--- src/osc_ctrl_pkg.sv ---
// constants for the system clock select and failover block
package osc_ctrl_pkg;
  // register indices; byte address is four times the index
  localparam logic [11:0] CTRL_INDEX = 12'hF86;
  localparam logic [11:0] STAT_INDEX = 12'hF87;
  localparam logic [31:0] CTRL_ADDR  = {18'h0_0000, CTRL_INDEX, 2'b00};
  localparam logic [31:0] STAT_ADDR  = {18'h0_0000, STAT_INDEX, 2'b00};

  // unlock values
  localparam logic [7:0] UNLOCK_FIRST  = 8'hE7;
  localparam logic [7:0] UNLOCK_SECOND = 8'h18;

  // control register layout and reset value
  localparam logic [7:0] CTRL_RESET      = 8'hA0;
  localparam int         BIT_RC_EN       = 7;
  localparam int         BIT_XTAL_EN     = 6;
  localparam int         BIT_WD_OSC_EN   = 5;
  localparam int         BIT_PRIM_DET_EN = 4;
  localparam int         BIT_WD_DET_EN   = 3;
  localparam int         SEL_MSB         = 2;

  // status register layout
  localparam int BIT_PRIM_FAIL = 0;
  localparam int BIT_WD_FAIL   = 1;
  localparam int BIT_WD_DEAD   = 2;
  localparam int BIT_HALTED    = 3;
  localparam int LOCK_LSB      = 4;

  // clock source select codes
  localparam logic [2:0] SEL_RC_FAST  = 3'h0;
  localparam logic [2:0] SEL_RC_SLOW  = 3'h1;
  localparam logic [2:0] SEL_XTAL     = 3'h2;
  localparam logic [2:0] SEL_WD_OSC   = 3'h3;
  localparam logic [2:0] SEL_EXT_PIN  = 3'h4;

  // failure thresholds
  localparam int FAIL_FREQ_HZ      = 1000;
  localparam int WD_OSC_HZ         = 10000;
  localparam int PRIM_FAIL_TICKS_I = WD_OSC_HZ / FAIL_FREQ_HZ;
  localparam logic [3:0] PRIM_FAIL_TICKS = PRIM_FAIL_TICKS_I[3:0];
  localparam int WD_FAIL_SYSCLKS   = 8004;

  // ahb-lite codes
  localparam logic [1:0] HTRANS_NONSEQ = 2'h2;
  localparam logic [2:0] HSIZE_WORD    = 3'h2;

  // unlock sequence states
  typedef enum logic [1:0] {
    LOCKED,
    GOT_FIRST,
    UNLOCKED
  } lock_state_t;
endpackage

--- src/system_clock_select_failover.sv ---
// clock source select, unlock guard and clock failure detection
`timescale 1ns/1ps
// What this block does
// - control writes need E7 then 18 first
// - out-of-order control writes leave register unchanged
// - unlock survives accesses to other registers
// - precision rc enabled at reset, never auto-cleared
// - primary failure raises event, forces watchdog clock
// - no switchover when watchdog selected or disabled
// - primary failure below about one kilohertz
// - watchdog failure raises event, keeps clock selection
// - watchdog failure disables primary failure detection
// - watchdog failure after 8004 clocks without edge
// - all sources off halts until power-on reset
// - failover only when watchdog oscillator enabled
// - select field decodes five sources, rest reserved
// - control register bit layout and reset values
module system_clock_select_failover
  import osc_ctrl_pkg::*;
#(
  parameter int WD_FAIL_CYCLES = WD_FAIL_SYSCLKS
) (
  // clock and reset
  input  wire logic        hclk,
  input  wire logic        hresetn,
  // ahb-lite slave
  input  wire logic        hsel,
  input  wire logic [31:0] haddr,
  input  wire logic [1:0]  htrans,
  input  wire logic        hwrite,
  input  wire logic [2:0]  hsize,
  input  wire logic [31:0] hwdata,
  input  wire logic        hready,
  output logic      [31:0] hrdata,
  output logic             hreadyout,
  output logic             hresp,
  // raw oscillator activity, asynchronous to hclk
  input  wire logic        wd_osc_clk,
  input  wire logic        selected_osc_clk,
  // oscillator controls
  output logic             precision_rc_enable,
  output logic             crystal_enable,
  output logic             wd_osc_enable,
  output logic      [2:0]  clock_source_select,
  // failure events and halt
  output logic             primary_fail_event,
  output logic             wd_fail_event,
  output logic             device_halted
);

  // count at which the failure fires; the counter parks there until cleared
  localparam logic [13:0] WD_LIMIT = 14'(WD_FAIL_CYCLES - 1);

  lock_state_t lock_r;            // unlock sequence state
  logic [7:0]  ctrl_r;            // oscillator control register
  logic [1:0]  flags_r;           // sticky failure flags
  logic        wd_dead_r;         // watchdog oscillator has failed
  logic        halted_r;          // device stopped, needs power-on
  logic        wr_pend_r;         // data phase of a write
  logic        wr_ctrl_r;         // pending write hits control
  logic        wr_stat_r;         // pending write hits status
  logic [2:0]  wd_sync_r;         // watchdog pin synchroniser + edge
  logic [2:0]  sel_sync_r;        // selected clock synchroniser + edge
  logic [3:0]  prim_cnt_r;        // watchdog edges since primary edge
  logic        prim_lost_r;       // primary failure already reported
  logic [13:0] wd_cnt_r;          // hclk cycles since watchdog edge
  logic [7:0]  wdata;             // write byte in data phase
  logic        ctrl_wr;           // control write this cycle
  logic        stat_wr;           // status write this cycle
  logic        addr_ok;           // valid address phase
  logic        wd_edge;           // watchdog oscillator edge seen
  logic        sel_edge;          // selected clock edge seen
  logic        prim_det_on;       // primary detector running
  logic        wd_det_on;         // watchdog detector running
  logic        prim_fail;         // primary failure this cycle
  logic        wd_fail;           // watchdog failure this cycle
  logic        failover_go;       // force watchdog clock now
  logic        sel_dead;          // selected source is not running
  logic [2:0]  sel;               // current select field

  assign sel       = ctrl_r[SEL_MSB:0];
  assign wdata     = hwdata[7:0];
  assign ctrl_wr   = wr_pend_r && wr_ctrl_r;
  assign stat_wr   = wr_pend_r && wr_stat_r;
  assign addr_ok   = hsel && hready && (htrans == HTRANS_NONSEQ)
                     && (hsize == HSIZE_WORD);
  assign hreadyout = 1'b1;        // zero wait states
  assign hresp     = 1'b0;        // always okay

  // latch address phase so the write lands in its data phase
  always_ff @(posedge hclk or negedge hresetn) begin
    if (!hresetn) begin
      wr_pend_r <= 1'b0;
      wr_ctrl_r <= 1'b0;
      wr_stat_r <= 1'b0;
    end else if (hready) begin
      wr_pend_r <= addr_ok && hwrite;
      wr_ctrl_r <= haddr == CTRL_ADDR;
      wr_stat_r <= haddr == STAT_ADDR;
    end
  end

  // read data sampled at the address phase; unmapped reads give zero
  // limitation: a read right behind a control write sees the old value,
  // since that write lands on the same edge that samples the read
  always_ff @(posedge hclk or negedge hresetn) begin
    if (!hresetn) begin
      hrdata <= 32'h0000_0000;
    end else if (addr_ok && !hwrite) begin
      if (haddr == CTRL_ADDR) begin
        hrdata <= {24'h00_0000, ctrl_r};
      end else if (haddr == STAT_ADDR) begin
        hrdata <= {26'h000_0000, lock_r, halted_r, wd_dead_r, flags_r};
      end else begin
        hrdata <= 32'h0000_0000;
      end
    end
  end

  // unlock sequence; only control writes move it, reset locks it
  always_ff @(posedge hclk or negedge hresetn) begin
    if (!hresetn) begin
      lock_r <= LOCKED;
    end else if (ctrl_wr) begin
      case (lock_r)
        LOCKED: begin
          if (wdata == UNLOCK_FIRST) begin
            lock_r <= GOT_FIRST;
          end
        end
        GOT_FIRST: begin
          if (wdata == UNLOCK_SECOND) begin
            lock_r <= UNLOCKED;
          end else if (wdata == UNLOCK_FIRST) begin
            lock_r <= GOT_FIRST;                      // restart sequence
          end else begin
            lock_r <= LOCKED;
          end
        end
        UNLOCKED: lock_r <= LOCKED;
        default:  lock_r <= LOCKED;
      endcase
    end
  end

  // control register: software write when unlocked, failover override
  always_ff @(posedge hclk or negedge hresetn) begin
    if (!hresetn) begin
      ctrl_r <= CTRL_RESET;
    end else begin
      if (ctrl_wr && lock_r == UNLOCKED) begin
        ctrl_r <= wdata;
      end
      // hardware only ever touches the select field, never enables
      if (failover_go) begin
        ctrl_r[SEL_MSB:0] <= SEL_WD_OSC;
      end
    end
  end

  // pin synchronisers; first stage feeds only the second
  always_ff @(posedge hclk or negedge hresetn) begin
    if (!hresetn) begin
      wd_sync_r  <= 3'h0;
      sel_sync_r <= 3'h0;
    end else begin
      wd_sync_r  <= {wd_sync_r[1:0], wd_osc_clk};
      sel_sync_r <= {sel_sync_r[1:0], selected_osc_clk};
    end
  end
  assign wd_edge  = wd_sync_r[1] && !wd_sync_r[2];
  assign sel_edge = sel_sync_r[1] && !sel_sync_r[2];

  // primary detector is timed by the watchdog oscillator
  assign prim_det_on = ctrl_r[BIT_PRIM_DET_EN] && ctrl_r[BIT_WD_OSC_EN]
                       && !wd_dead_r;
  assign prim_fail   = prim_det_on && !prim_lost_r
                       && (prim_cnt_r == PRIM_FAIL_TICKS);
  // substitution only with a live, unselected watchdog oscillator
  assign failover_go = prim_fail && ctrl_r[BIT_WD_OSC_EN]
                       && (sel != SEL_WD_OSC);

  // count watchdog edges with no primary edge: ten means under 1 khz
  always_ff @(posedge hclk or negedge hresetn) begin
    if (!hresetn) begin
      prim_cnt_r  <= 4'h0;
      prim_lost_r <= 1'b0;
    end else if (!prim_det_on || sel_edge) begin
      prim_cnt_r  <= 4'h0;
      prim_lost_r <= 1'b0;
    end else begin
      if (wd_edge && prim_cnt_r != PRIM_FAIL_TICKS) begin
        prim_cnt_r <= prim_cnt_r + 4'h1;
      end
      if (prim_fail) begin
        prim_lost_r <= 1'b1;                          // report once
      end
    end
  end

  // watchdog detector counts hclk cycles between watchdog edges
  assign wd_det_on = ctrl_r[BIT_WD_DET_EN] && !wd_dead_r;
  assign wd_fail   = wd_det_on && (wd_cnt_r == WD_LIMIT);

  always_ff @(posedge hclk or negedge hresetn) begin
    if (!hresetn) begin
      wd_cnt_r <= 14'h0000;
    end else if (!wd_det_on || wd_edge) begin
      wd_cnt_r <= 14'h0000;
    end else if (wd_cnt_r != WD_LIMIT) begin
      wd_cnt_r <= wd_cnt_r + 14'h0001;
    end
  end

  // watchdog failure is permanent until reset; it changes no select
  always_ff @(posedge hclk or negedge hresetn) begin
    if (!hresetn) begin
      wd_dead_r <= 1'b0;
    end else if (wd_fail) begin
      wd_dead_r <= 1'b1;
    end
  end

  // sticky flags, write one to clear; a new event beats the clear
  always_ff @(posedge hclk or negedge hresetn) begin
    if (!hresetn) begin
      flags_r <= 2'h0;
    end else begin
      if (stat_wr) begin
        flags_r <= flags_r & ~wdata[1:0];
      end
      if (prim_fail) begin
        flags_r[BIT_PRIM_FAIL] <= 1'b1;
      end
      if (wd_fail) begin
        flags_r[BIT_WD_FAIL] <= 1'b1;
      end
    end
  end

  // event pulses toward the non-maskable interrupt logic
  always_ff @(posedge hclk or negedge hresetn) begin
    if (!hresetn) begin
      primary_fail_event <= 1'b0;
      wd_fail_event      <= 1'b0;
    end else begin
      primary_fail_event <= prim_fail;
      wd_fail_event      <= wd_fail;
    end
  end

  // is the chosen source switched off or reserved
  always_comb begin
    case (sel)
      SEL_RC_FAST: sel_dead = !ctrl_r[BIT_RC_EN];
      SEL_RC_SLOW: sel_dead = !ctrl_r[BIT_RC_EN];
      SEL_XTAL:    sel_dead = !ctrl_r[BIT_XTAL_EN];
      SEL_WD_OSC:  sel_dead = !ctrl_r[BIT_WD_OSC_EN];
      SEL_EXT_PIN: sel_dead = 1'b0;   // pin driven from outside
      default:     sel_dead = 1'b1;   // reserved codes run nothing
    endcase
  end

  // dead source with no recovery path stops the chip until reset
  always_ff @(posedge hclk or negedge hresetn) begin
    if (!hresetn) begin
      halted_r <= 1'b0;
    end else if (sel_dead && !prim_det_on) begin
      halted_r <= 1'b1;
    end
  end

  // outputs straight from the control and halt flip-flops
  assign precision_rc_enable = ctrl_r[BIT_RC_EN];
  assign crystal_enable      = ctrl_r[BIT_XTAL_EN];
  assign wd_osc_enable       = ctrl_r[BIT_WD_OSC_EN];
  assign clock_source_select = sel;
  assign device_halted       = halted_r;

  // checks
  AST_UNLOCKED_WRITE: assert property (@(posedge hclk) disable iff
    (!hresetn) (ctrl_wr && lock_r == UNLOCKED && !failover_go)
    |=> (ctrl_r == $past(wdata)) && (lock_r == LOCKED))
    else $error("unlocked control write not applied");
  AST_LOCKED_IGNORE: assert property (@(posedge hclk) disable iff
    (!hresetn) (!(ctrl_wr && lock_r == UNLOCKED) && !failover_go)
    |=> $stable(ctrl_r))
    else $error("control changed without unlock");
  AST_OTHER_ACCESS: assert property (@(posedge hclk) disable iff
    (!hresetn) (!ctrl_wr) |=> $stable(lock_r))
    else $error("unlock state moved by other access");
  AST_RC_KEPT: assert property (@(posedge hclk) disable iff
    (!hresetn) (!(ctrl_wr && lock_r == UNLOCKED))
    |=> !$fell(ctrl_r[BIT_RC_EN]))
    else $error("precision rc enable cleared by hardware");
  AST_FAILOVER: assert property (@(posedge hclk) disable iff
    (!hresetn) (prim_fail && ctrl_r[BIT_WD_OSC_EN])
    |=> (sel == SEL_WD_OSC) && primary_fail_event
    ##1 !primary_fail_event)
    else $error("primary failure did not force watchdog clock");
  AST_NO_FAILOVER: assert property (@(posedge hclk) disable iff
    (!hresetn) (!ctrl_r[BIT_WD_OSC_EN] && !ctrl_wr)
    |=> $stable(sel))
    else $error("switchover with watchdog oscillator off");
  AST_PRIM_TICKS: assert property (@(posedge hclk) disable iff
    (!hresetn) prim_fail |-> (prim_cnt_r == PRIM_FAIL_TICKS)
    ##1 primary_fail_event)
    else $error("primary failure at wrong tick count");
  AST_WD_COUNT: assert property (@(posedge hclk) disable iff
    (!hresetn) $rose(wd_dead_r) |-> $past(wd_cnt_r) == WD_LIMIT
    && wd_fail_event)
    else $error("watchdog failure at wrong cycle count");
  AST_WD_NOSWITCH: assert property (@(posedge hclk) disable iff
    (!hresetn) (wd_fail && !prim_fail && !ctrl_wr)
    |=> $stable(sel))
    else $error("watchdog failure changed clock select");
  AST_PRIM_DEAD: assert property (@(posedge hclk) disable iff
    (!hresetn) wd_dead_r |-> !prim_fail)
    else $error("primary detection after watchdog failure");
  AST_HALT_STICKY: assert property (@(posedge hclk) disable iff
    (!hresetn) halted_r |=> halted_r [*2])
    else $error("halt released without reset");

  COV_UNLOCK_WRITE: cover property (@(posedge hclk) disable iff
    (!hresetn) ctrl_wr && lock_r == UNLOCKED);
  COV_FAILOVER: cover property (@(posedge hclk) disable iff
    (!hresetn) failover_go);
  COV_WD_FAIL: cover property (@(posedge hclk) disable iff
    (!hresetn) wd_fail);
  COV_HALT: cover property (@(posedge hclk) disable iff
    (!hresetn) $rose(halted_r));
  COV_SPLIT_UNLOCK: cover property (@(posedge hclk) disable iff
    (!hresetn) lock_r == GOT_FIRST && wr_pend_r && !wr_ctrl_r);

endmodule

--- config.mk ---
export PLATFORM = sky130hd
export DESIGN_NAME = system_clock_select_failover
export DESIGN_NICKNAME = d
export VERILOG_FILES = /design/src/osc_ctrl_pkg.sv /design/src/system_clock_select_failover.sv
export SDC_FILE = /design/constraint.sdc
export NUM_CORES = 1
export LEC_CHECK = 0
export ABC_AREA = 1
export BUFFER_PORTS_ARGS = -buffer_cell sky130_fd_sc_hd__clkbuf_2
export CORE_MARGIN = 4
export CORE_UTILIZATION = 44
export DETAILED_ROUTE_END_ITERATION = 8
export PLACE_DENSITY = 0.78
export SLEW_MARGIN = 20
export SYNTH_ARGS = -nofsm -noshare
export SYNTH_HDL_FRONTEND = slang
export SYNTH_SLANG_ARGS = --single-unit
--- constraint.sdc ---
create_clock -name hclk -period 1.25 [get_ports hclk]
set_input_delay 0.125 -clock hclk [delete_from_list [all_inputs] [get_ports hclk]]
set_output_delay 0.125 -clock hclk [all_outputs]
set_load 0.02 [all_outputs]
* Yosys cells after proc, flatten, opt, wreduce, memory -nomap -nowiden
Cells that the tools add are included.
** Word-level totals
- Output and inout bits :: 43
- Flip-flop bits (word level) :: 76
- Logic and storage cells :: 100
- Input bits :: 76
** Operators by class
- Multiplexer cells :: 18
- Reduce and logical (&&, ||, !) cells :: 42
- Eq/ne operators :: 18
- Bitwise operators :: 2
- Add/sub/neg operators :: 2
** Operators with widths (count)
- $eq 32x14->1 const B :: 2
- $mux 14 :: 2
- $logic_and 1x1->1 :: 20
- $add 14x1->14 const B :: 1
- $eq 14x13->1 const B :: 1
- $ne 14x13->1 const B :: 1
- $reduce_bool 2->1 :: 6
- $logic_not 1->1 :: 10
- $eq 3x2->1 const B :: 3
- $eq 8x5->1 const B :: 1
- $eq 8x8->1 const B :: 1
- $mux 4 :: 2
- $mux 8 :: 1
- $mux 2 :: 3
- $mux 3 :: 2
- $mux 6 :: 1
- $mux 1 :: 5
- $add 4x1->4 const B :: 1
- $eq 2x2->1 const B :: 2
- $eq 4x4->1 const B :: 1
- $ne 4x4->1 const B :: 1
- $pmux 1 s4 :: 1
- $pmux 2 s2 :: 1
- $eq 3x1->1 const B :: 1
- 11 further kinds :: 12

* Depth between registers and ports, before layout
Gate-level depths: netlist of the first run.
- Word-level depth :: 7
- Gate-level depth with buffers :: 10

* Worst setup path after synthesis of the first run
OpenSTA, ideal clock, no wires.
- Kind :: register -> register
- From :: reg ctrl_r[5]
- To :: reg ctrl_r[2]
- Stages on the path, launching flop included :: 6
- Data arrival time :: 1189 ps
- Slack :: -52 ps
- Clock period less this slack :: 1302 ps
- Library setup time :: 113 ps
- Required time :: 1137 ps
- Cells stage by stage :: dfstp_2 nand3_1 nor3_2 nand2_1 nand2_1 inv_1
** On the way
- Word-level cells in the longest chain between the ends :: 7
** RTL lines
- start, declared :: line system_clock_select_failover.sv:55 : logic [7:0] ctrl_r;
- start signal, assigned :: line system_clock_select_failover.sv:152 : ctrl_r <= wdata;
- $logic_and 1x1->1 * :: line system_clock_select_failover.sv:175 : assign prim_det_on = ctrl_r[BIT_PRIM_DET_EN] && ctrl_r[BIT_WD_OSC_EN]
- $logic_and 1x1->1 * :: line system_clock_select_failover.sv:176 : && !wd_dead_r;
- $logic_and 1x1->1 * :: line system_clock_select_failover.sv:177 : assign prim_fail = prim_det_on && !prim_lost_r
- $logic_and 1x1->1 * :: line system_clock_select_failover.sv:178 : && (prim_cnt_r == PRIM_FAIL_TICKS);
- via prim_fail :: line system_clock_select_failover.sv:75 : logic prim_fail;
- $logic_and 1x1->1 * :: line system_clock_select_failover.sv:180 : assign failover_go = prim_fail && ctrl_r[BIT_WD_OSC_EN]
- $logic_and 1x1->1 * :: line system_clock_select_failover.sv:181 : && (sel != SEL_WD_OSC);
- $mux 3 / $reduce_bool 2->1 (equally long branches)
Mark *: on every way through the listed nets, which the timed path passes. The rest lies on a longest branch.
A chain may end at the register's enable or synchronous reset.

* Worst setup path after layout of the first run
- From :: reg wd_cnt_r[1]
- To :: reg wd_cnt_r[8]
** On the way
- Word-level cells in the longest chain between the ends :: 3
** RTL lines
- start, declared :: line system_clock_select_failover.sv:66 : logic [13:0] wd_cnt_r;
- start signal, assigned :: line system_clock_select_failover.sv:211 : wd_cnt_r <= wd_cnt_r + 14'h0001;
- $add 14x1->14 :: line system_clock_select_failover.sv:211
- $mux 14 :: line system_clock_select_failover.sv:210 : end else if (wd_cnt_r != WD_LIMIT) begin
- $mux 14 :: line system_clock_select_failover.sv:208 : end else if (!wd_det_on || wd_edge) begin
Parallel ways exist; a longest one is shown, timed or not. The select of a mux whose other input is x is not followed.

==> flow_metrics.tcl, run 1 <==
set metrics [dict create \
    clk_pin_slew_ps 90 \
    synthDistinctLibCells 30 \
    tritoncts "built" \
    layout_min_cycle_time_ps 1260 \
    final_antenna_net_count 0 \
    drv_cap 0 \
    dieHeight_um 88.6 \
    syn_to_final_growth_pct 31.9 \
    postSynthCellCount 379 \
    ys_warn_count 0 \
    ir_worst_vdd_v 0.000848 \
    cts_sinks 52 \
    fin_ws_ps -5.14 \
    final_cell_mix "95 x nand2_1, 67 x clkbuf_2, 48 x inv_1" \
    cp.arrival_ps 1450 \
    clock_skew_ps 8.09 \
    grt_max_degree 53 \
    hpwl_um 4730 \
    nets 562 \
    hold_violations 0 \
    die-area_um2 7850 \
    routed_wl_um 6490 \
    cellLeakagePower_nw 2.13 \
    clockBufferDepth 2 \
    root_buffer "clkbuf_8" \
    cts_max_level 2 \
    slew_viol_final 0 \
    drc 0 \
    endpoint_kind "flip-flop" \
    num_vias 2628 \
    dr.first_iter.drc_count 105 \
    synthesis.area_um2 2860 \
    required_ps 1440 \
    clock_latency_ps 300 \
    die_width_um 88.6 \
    start_util 0.453 \
    worst-setup-path-type "flip-flop to flip-flop" \
    fin_setup_tns_ps -5.14 \
    rsz0062_at_grt "yes" \
    gr-total-overflow 0 \
    grt_pass1_wl_um 10400 \
    antenna_found_initial 0 \
    cp-start-kind "flip-flop" \
    antenna_cells 0 \
    synth_area_per_cell_um2 7.54 \
    drive_above_1_share 0.349 \
    placeableCoreArea_um2 6310 \
    p_per_area_nw_per_um2 923 \
    fmax_mhz 797 \
    ioPinCount 119 \
    violations "setup timing" \
    finalSetupViolCount 1 \
    gp_congestion 0.798 \
    portBuffers 68 \
    cts_buffers 5 \
    wl_per_cell_um 11.6 \
    post-route-period-util 1.00 \
    yosysSeqAreaShare 0.456 \
    crit_fanout 3 \
    dpl_worst_slack_ps -58.3 \
    rows 29 \
    track_usage 0.167 \
    final_common_cell "nand2_1" \
    status "finished with violations" \
    grt_pass1_vias 2372 \
    first_pass_iters 4 \
    via_per_inst 4.68 \
    hp-class "input pin to flip-flop" \
    ys_ff_latch 52 \
]
## report_power, final
part	total [mW]	switching (mW)	leakage, nW	internal [mW]
Clock	0.981	0.538	0.0510	0.443
Combinational	0.642	0.336	1.43	0.306
Sequential	1.86	0.0999	0.647	1.76
Total	3.48	0.974	2.13	2.51
## area by class of cell
type | instances | area [um^2]
fillers | 557 | 2540
multi-input cells | 259 | 1360
flip-flops and latches | 52 | 1310
repair buffers | 105 | 691
inverters | 60 | 225
well taps | 77 | 96.3
clock buffers | 6 | 82.6
clock inverters | 2 | 10.0
## worst paths after layout
check | start | to | slack (ps) | cells past startpoint
min in group asynchronous | hresetn | wd_cnt_r[10] | 340 | 3
max in group asynchronous | hresetn | ctrl_r[7] | 620 | 3
worst min register to register | sel_sync_r[0] | sel_sync_r[1] | 360 | 0
worst max-delay path | wd_cnt_r[1] | wd_cnt_r[8] | -5 | 8
worst max register to register | wd_cnt_r[1] | wd_cnt_r[8] | -5 | 8
worst min-delay path | hwdata[5] | ctrl_r[5] | 40 | 3
## stage by stage
stage	instances	area [um^2]	total power, mW	hold slack [ps]	utilization
6_report	561	3770	3.48	44.1	0.598
5_1_grt	561	3770	3.66	80.9	0.598
3_5_place_dp	532	3300	2.33	150	0.523
4_1_cts	547	3520	3.37	39.9	0.558
2_1_floorplan	403	2950	2.16	-171	-
3_3_place_gp	532	3300	2.31	142	0.523
## critical path: stages (launching register included)
cell     delay, ps
dfrtp_2        450
ha_4           180
nand2_2         80
inv_2           40
nand2_4         80
nor2_4          40
buf_4          130
o21ai_2        100
a21oi_1         50
## sequential cells by signal, summed over array words and instances, names as in the netlist
name,cells
ctrl_r,8
prim_cnt_r,4
lock_r,2
wr_pend_r,1
wr_ctrl_r,1
wd_fail_event,1
wr_stat_r,1
primary_fail_event,1
wd_dead_r,1
wd_sync_r,3
prim_lost_r,1
device_halted,1
wd_cnt_r,14
flags_r,2
sel_sync_r,3
hrdata,8
## routing by layer
metal	global-route usage	vias to the layer above	share of wire
li1	-	1330	-
met1	0.220	1206	0.41
met2	0.283	86	0.50
met3	0.0317	6	0.075
met4	0.0440	0	0.012
met5	0	-	0
## synthesized netlist by cell type
cell type	n	area, um^2
ha_1	3	37.5
nand2_1	106	398
and3_1	1	6.26
o21ai_0	6	30.0
inv_1	55	206
buf_4	30	225
dfrtp_1	50	1250
a21oi_2	1	8.76
nand3_1	31	155
and2_1	2	12.5
o21ai_1	14	70.1
a21o_1	1	7.51
dfstp_2	2	52.6
nor3_4	1	16.3
nand2_2	4	25.0
a21oi_1	10	50.1
inv_2	5	18.8
nor2_1	31	116
nor3_1	7	35.0
o21a_1	2	15.0
nor2_2	3	18.8
nor2_4	1	11.3
nor4_1	1	6.26
nand4_1	3	18.8
o211ai_1	1	7.51
nor3_2	1	10.0
conb_1	2	7.51
mux2_2	2	22.5
xor2_1	1	8.76
buf_2	2	10.0
## kinds of logic (layout without fill, tap and decap cells)
kind of cell               count (synthesis)  in the layout  synth area share
AOI/OAI and AO/OA                         35             35            0.0661
xor gates and xnor gates                   1              1           0.00306
adders and majority gates                  3              3            0.0131
buffers and inverters                     92            173             0.161
DFF                                       52             52             0.456
muxes                                      2              2           0.00788
other                                      2             26           0.00263
and+or+nand+nor                          192            192             0.290
## repair_timing
| action | 4_1_cts | 5_1_grt |
|---|---|---|
| gates cloned | 1 | 0 |
| gates resized for setup | 16 | 48 |
| pin swaps | 4 | 19 |
| hold buffers | 3 | 0 |
| endpoints found under the setup margin | 15 | 29 |
| setup buffers | 3 | 14 |
| endpoints found under the hold margin | 52 | 0 |
Power figures use the tool's default switching activity.
==> run 2, diff against run 1 <==
- PLACE_DENSITY: 0.78 -> 0.84
==> run 2 against run 1 <==
  * Die area unchanged
  * Hold slack better by 7.0 ps
  * Via count up 2.4%
  * Total power up 5.4%
  * Wire length up 5.6%
  * Largest cell class unchanged
  * Core utilization down 0.36 points
  * Sequential power about the same
  * Maximum frequency down 3.5%
  * Flip-flop and latch count unchanged
  * Register-to-register slack worse by 50 ps
  * Largest power group unchanged
  * Critical path depth down 4
  * The flow still finishes with violations (setup timing)
==> flow_metrics.tcl, run 2 (synthesized netlist as in run 1, its figures left out) <==
set metrics [dict create \
    cp-startpoint "ctrl_r[5]" \
    rows 29 \
    endpoint_kind "flip-flop" \
    hold_violations 0 \
    via_per_inst 4.80 \
    largest_reg_flops 14 \
    gr-total-overflow 0 \
    antenna_cells 0 \
    placeableCoreArea_um2 6310 \
    cellLeakagePower_nw 2.12 \
    final_cell_mix "97 x nand2_1, 67 x clkbuf_2, 51 x inv_1" \
    nets 562 \
    gp_congestion 0.856 \
    timing.hold.ws_ps 51.1 \
    track_usage 0.167 \
    cts_max_level 2 \
    worst-setup-path-type "flip-flop to flip-flop" \
    cp-start-kind "flip-flop" \
    start_util 0.453 \
    die_width_um 88.6 \
    portBuffers 68 \
    cts_buffers 5 \
    crit_fanout 6 \
    ioPinCount 119 \
    dpl_worst_slack_ps -83.8 \
    final_common_cell "nand2_1" \
    post-route-period-util 1.04 \
    critPathCapture "prim_cnt_r[2]" \
    ir_worst_vdd_v 0.000720 \
    drc 0 \
    fin_ws_ps -50.5 \
    dieHeight_um 88.6 \
    violations "setup timing" \
    fmax_mhz 769 \
    drive_above_1_share 0.320 \
    num_vias 2690 \
    finalNonFillerCells 561 \
    r2r_slack_ps -50 \
    routed_wl_um 6850 \
    syn_to_final_growth_pct 31.2 \
    final_antenna_net_count 0 \
    dr.first_iter.drc_count 129 \
    clk_pin_slew_ps 100 \
    clock_latency_ps 320 \
    reg_top3 "wd_cnt_r x14, ctrl_r x8, hrdata x8" \
    status "finished with violations" \
    wl_per_cell_um 12.2 \
    cp.arrival_ps 1530 \
    first_pass_iters 4 \
    r2r-start "ctrl_r[5]" \
    drv_cap 0 \
    die-area_um2 7850 \
    root_buffer "clkbuf_8" \
    hpwl_um 4900 \
    grt_pass1_vias 2417 \
    rsz0062_at_grt "yes" \
    top_register "wd_cnt_r" \
    clock_skew_ps 12.6 \
    layout_min_cycle_time_ps 1300 \
    finalSetupViolCount 6 \
    clockBufferDepth 2 \
    cts_sinks 52 \
    p_per_area_nw_per_um2 979 \
    ff2ff_path_depth 4 \
    grt_max_degree 53 \
    antenna_found_initial 0 \
    tritoncts "built" \
    r2r_end "prim_cnt_r[2]" \
    dp_cells 536 \
    slew_viol_final 0 \
    required_ps 1480 \
    grt_pass1_wl_um 10300 \
    hp-class "input pin to flip-flop" \
]
[run 2: worst min path at each step]
stage | startpoint | endpoint | slack [ps] | cells after the start
floorplan | hresetn | ctrl_r[0] | -170 | 0
global placement | hresetn | wd_cnt_r[9] | 140 | 2
detailed placement | hresetn | wd_cnt_r[7] | 140 | 2
CTS | hwdata[5] | ctrl_r[5] | 50 | 3
global route | hwdata[5] | ctrl_r[5] | 80 | 3
finish | hwdata[5] | ctrl_r[5] | 50 | 3
[run 2: per-stage QoR]
| stage | cell area [um^2] | TNS [ps] | total power, mW | util |
|---|---|---|---|---|
| 2_1_floorplan | 2950 | 0 | 2.16 | - |
| 3_3_place_gp | 3330 | -19.0 | 2.32 | 0.528 |
| 3_5_place_dp | 3330 | -243 | 2.34 | 0.528 |
| 4_1_cts | 3560 | -94.1 | 3.63 | 0.564 |
| 5_1_grt | 3750 | -1120 | 3.82 | 0.594 |
| 6_report | 3750 | -101 | 3.67 | 0.594 |
[run 2: final cells by class]
class	count	area (um^2)
inverter	60	225
clock buffer	6	82.6
tap	77	96.3
fill	540	2560
sequential	52	1310
multi-input combinational	259	1310
clock inverter	2	38.8
timing repair buffer	105	688
[run 2: repair_timing]
action,CTS,global route
gates cloned,0,0
buffers inserted,1,13
pin swaps,5,13
gates resized for setup,13,28
endpoints found under the setup margin,15,28
hold buffers,3,0
hold endpoints to repair,52,0
[run 2: layer usage]
| layer | global-route usage | up-vias | wire length (um) |
|---|---|---|---|
| met3 | 0.0335 | 19 | 488 |
| met4 | 0.0632 | 0 | 176 |
| li1 | - | 1321 | - |
| met1 | 0.200 | 1246 | 2700 |
| met2 | 0.296 | 104 | 3480 |
| met5 | 0 | - | 0 |
[run 2: critical path: stages (launching register included)]
cell     delay [ps]
dfstp_2         590
nand3_4         110
a21oi_4         210
o21ai_1         110
a21oi_1         180
[run 2: report_power, final]
group | leakage (nW) | switching [mW] | internal [mW]
logic | 1.41 | 0.331 | 0.253
clock network | 0.0614 | 0.599 | 0.656
registers | 0.653 | 0.0768 | 1.76
==> run 3, diff against run 2 <==
--- a/config.mk
+++ b/config.mk
@@ -11,4 +11,5 @@
 export CORE_UTILIZATION = 44
 export DETAILED_ROUTE_END_ITERATION = 8
+export GPL_TIMING_DRIVEN = 0
 export PLACE_DENSITY = 0.84
 export SLEW_MARGIN = 20
==> constraint.sdc (replaced) <==
create_clock -name hclk -period 1.25 [get_ports hclk]
set_input_delay 0.3125 -clock hclk [delete_from_list [all_inputs] [get_ports hclk]]
set_output_delay 0.3125 -clock hclk [all_outputs]
set_load 0.02 [all_outputs]
==> run 3 against run 2 <==
  * The flow still finishes with violations (setup timing)
  * Flip-flop and latch count unchanged
  * First-iteration DRC count down 19%
  * Global-route usage up 0.29 points
  * Hold slack worse by 1.5 ps
  * Largest power group unchanged
==> flow_metrics.tcl, run 3 (synthesized netlist as in run 1, its figures left out) <==
set metrics [dict create \
    status "finished with violations" \
    violations "setup timing" \
    largest_reg_flops 14 \
    start_util 0.453 \
    clockBufferDepth 2 \
    cellLeakagePower_nw 2.22 \
    via_per_inst 4.61 \
    fillers 544 \
    drv_cap 0 \
    ir_worst_vdd_v 0.000799 \
    antenna_found_initial 0 \
    slew_viol_final 0 \
    layout_min_cycle_time_ps 1330 \
    hpwl_um 4770 \
    slew-limit-headroom 0.529 \
    final_antenna_net_count 0 \
    critical_path.cell_chain "buf_6 > buf_4 > nand2_1 > nor2_1 > nand2_1 > nand2_1 > o21ai_1 > o21a_1" \
    placed_area_um2 3390 \
    p_per_area_nw_per_um2 914 \
    endpoint_kind "flip-flop" \
    clock_skew_ps 20.2 \
    cts_max_level 2 \
    first_pass_iters 4 \
    ff2ff_path_depth 8 \
    dieHeight_um 88.6 \
    final_cell_mix "96 x nand2_1, 61 x clkbuf_2, 51 x inv_1" \
    crit_fanout 2 \
    dr.first_iter.drc_count 104 \
    top_register "wd_cnt_r" \
    fin_ws_ps -79.7 \
    clock_latency_ps 320 \
    rsz0062_at_grt "yes" \
    num_vias 2660 \
    hold_violations 0 \
    antenna_cells 0 \
    r2r_slack_ps -80 \
    routed_wl_um 6790 \
    post-route-period-util 1.06 \
    finalNonFillerCells 577 \
    nets 578 \
    final_common_cell "nand2_1" \
    root_buffer "clkbuf_8" \
    grt_pass1_vias 2501 \
    finalSetupViolCount 20 \
    rows 29 \
    fmax_mhz 752 \
    cp_slowest_cell "dfrtp_1" \
    gp_congestion 0.863 \
    cts_sinks 52 \
    critPathMaxStageDelay_ps 440 \
    dp_cells 548 \
    cp.arrival_ps 1530 \
    grt_max_degree 53 \
    cts_buffers 5 \
    required_ps 1450 \
    tritoncts "built" \
    track_usage 0.170 \
    cp-start-kind "flip-flop" \
    cpMostUsedCell "nand2_1" \
    ioPinCount 119 \
    grt_pass1_wl_um 10500 \
    multiInputGateArea_um2 1350 \
    wl_per_cell_um 11.8 \
    hp-class "input pin to async pin" \
    syn_to_final_growth_pct 35.6 \
    die_width_um 88.6 \
    portBuffers 68 \
    drive_above_1_share 0.364 \
    tightest_slew_ps 706 \
    reg_top3 "wd_cnt_r x14, ctrl_r x8, hrdata x8" \
    r2r-start "wd_cnt_r[1]" \
    worst-setup-path-type "flip-flop to flip-flop" \
    regArea_um2 1310 \
    fin_area_um2 3880 \
    placeableCoreArea_um2 6310 \
    gr-total-overflow 0 \
    die-area_um2 7850 \
    r2r_end "wd_cnt_r[5]" \
    drc 0 \
    clk_pin_slew_ps 100 \
]
[run 3: cell types whose count changed in the layout (fill, tap and decap cells not counted), moves of 3 or more]
cell | before | now
buf_12 | 3 | 0
buf_4 | 27 | 47
clkbuf_2 | 67 | 61
clkbuf_8 | 6 | 9
dlygate4sd3_1 | 3 | 0
[run 3: per-stage QoR]
stage                util  worst slack, ps  total power [mW]  TNS (ps)  hold WS (ps)
CTS                 0.590            -68.1              3.47      -358          80.9
global route        0.614             -161              3.73     -2370          94.5
floorplan               -            0.461              2.16         0          16.9
finish              0.614            -79.7              3.54      -669          49.6
detailed placement  0.537             -218              2.34     -2760           335
global placement    0.537             -186              2.32    -11090           332
[run 3: power breakdown]
group / leakage, nW / internal [mW] / switching (mW)
Sequential: 0.650 / 1.76 / 0.0900
Combinational: 1.53 / 0.338 / 0.362
Clock: 0.0445 / 0.451 / 0.546
[run 3: per-layer routing]
metal	routed length [um]	part of all wire	GRT usage
met1	2860	0.42	0.214
met2	3340	0.49	0.289
met3	452	0.067	0.0298
met4	136	0.020	0.0701
met5	0	0	0
[run 3: repair_timing]
action                                 CTS  global route
pin swaps                                6             8
endpoints found under the hold margin    0             0
setup buffers                           15             9
gates resized for setup                 39            27
hold buffers                             0             0
setup endpoints to repair               27            28
[run 3: area by class of cell]
| cell class | instances | share of cell area |
|---|---|---|
| tap | 77 | 0.0248 |
| buffer | 29 | 0.0581 |
| clock inverter | 1 | 0.00194 |
| sequential | 52 | 0.337 |
| timing repair buffer | 92 | 0.151 |
| multi-input combinational | 259 | 0.347 |
| clock buffer | 7 | 0.0223 |
| inverter | 60 | 0.0581 |
[run 3: critical path, delay by kind of cell, from the launching register on]
kind,cells,cell delay (ps)
buffers and inverters,2,240
DFF,1,440
and+or+nand+nor,4,360
AOI/OAI and AO/OA,2,170
[run 3: how the worst max path moves through the flow]
stage	from	endpoint	slack, ps	cells after the start
2_1_floorplan	wd_cnt_r[0]	wd_cnt_r[12]	0.5	8
3_3_place_gp	hresetn	ctrl_r[6]	-190	1
3_5_place_dp	prim_cnt_r[0]	ctrl_r[2]	-220	7
4_1_cts	ctrl_r[5]	ctrl_r[2]	-70	6
5_1_grt	wd_cnt_r[1]	wd_cnt_r[13]	-160	8
6_report	wd_cnt_r[1]	wd_cnt_r[5]	-80	8
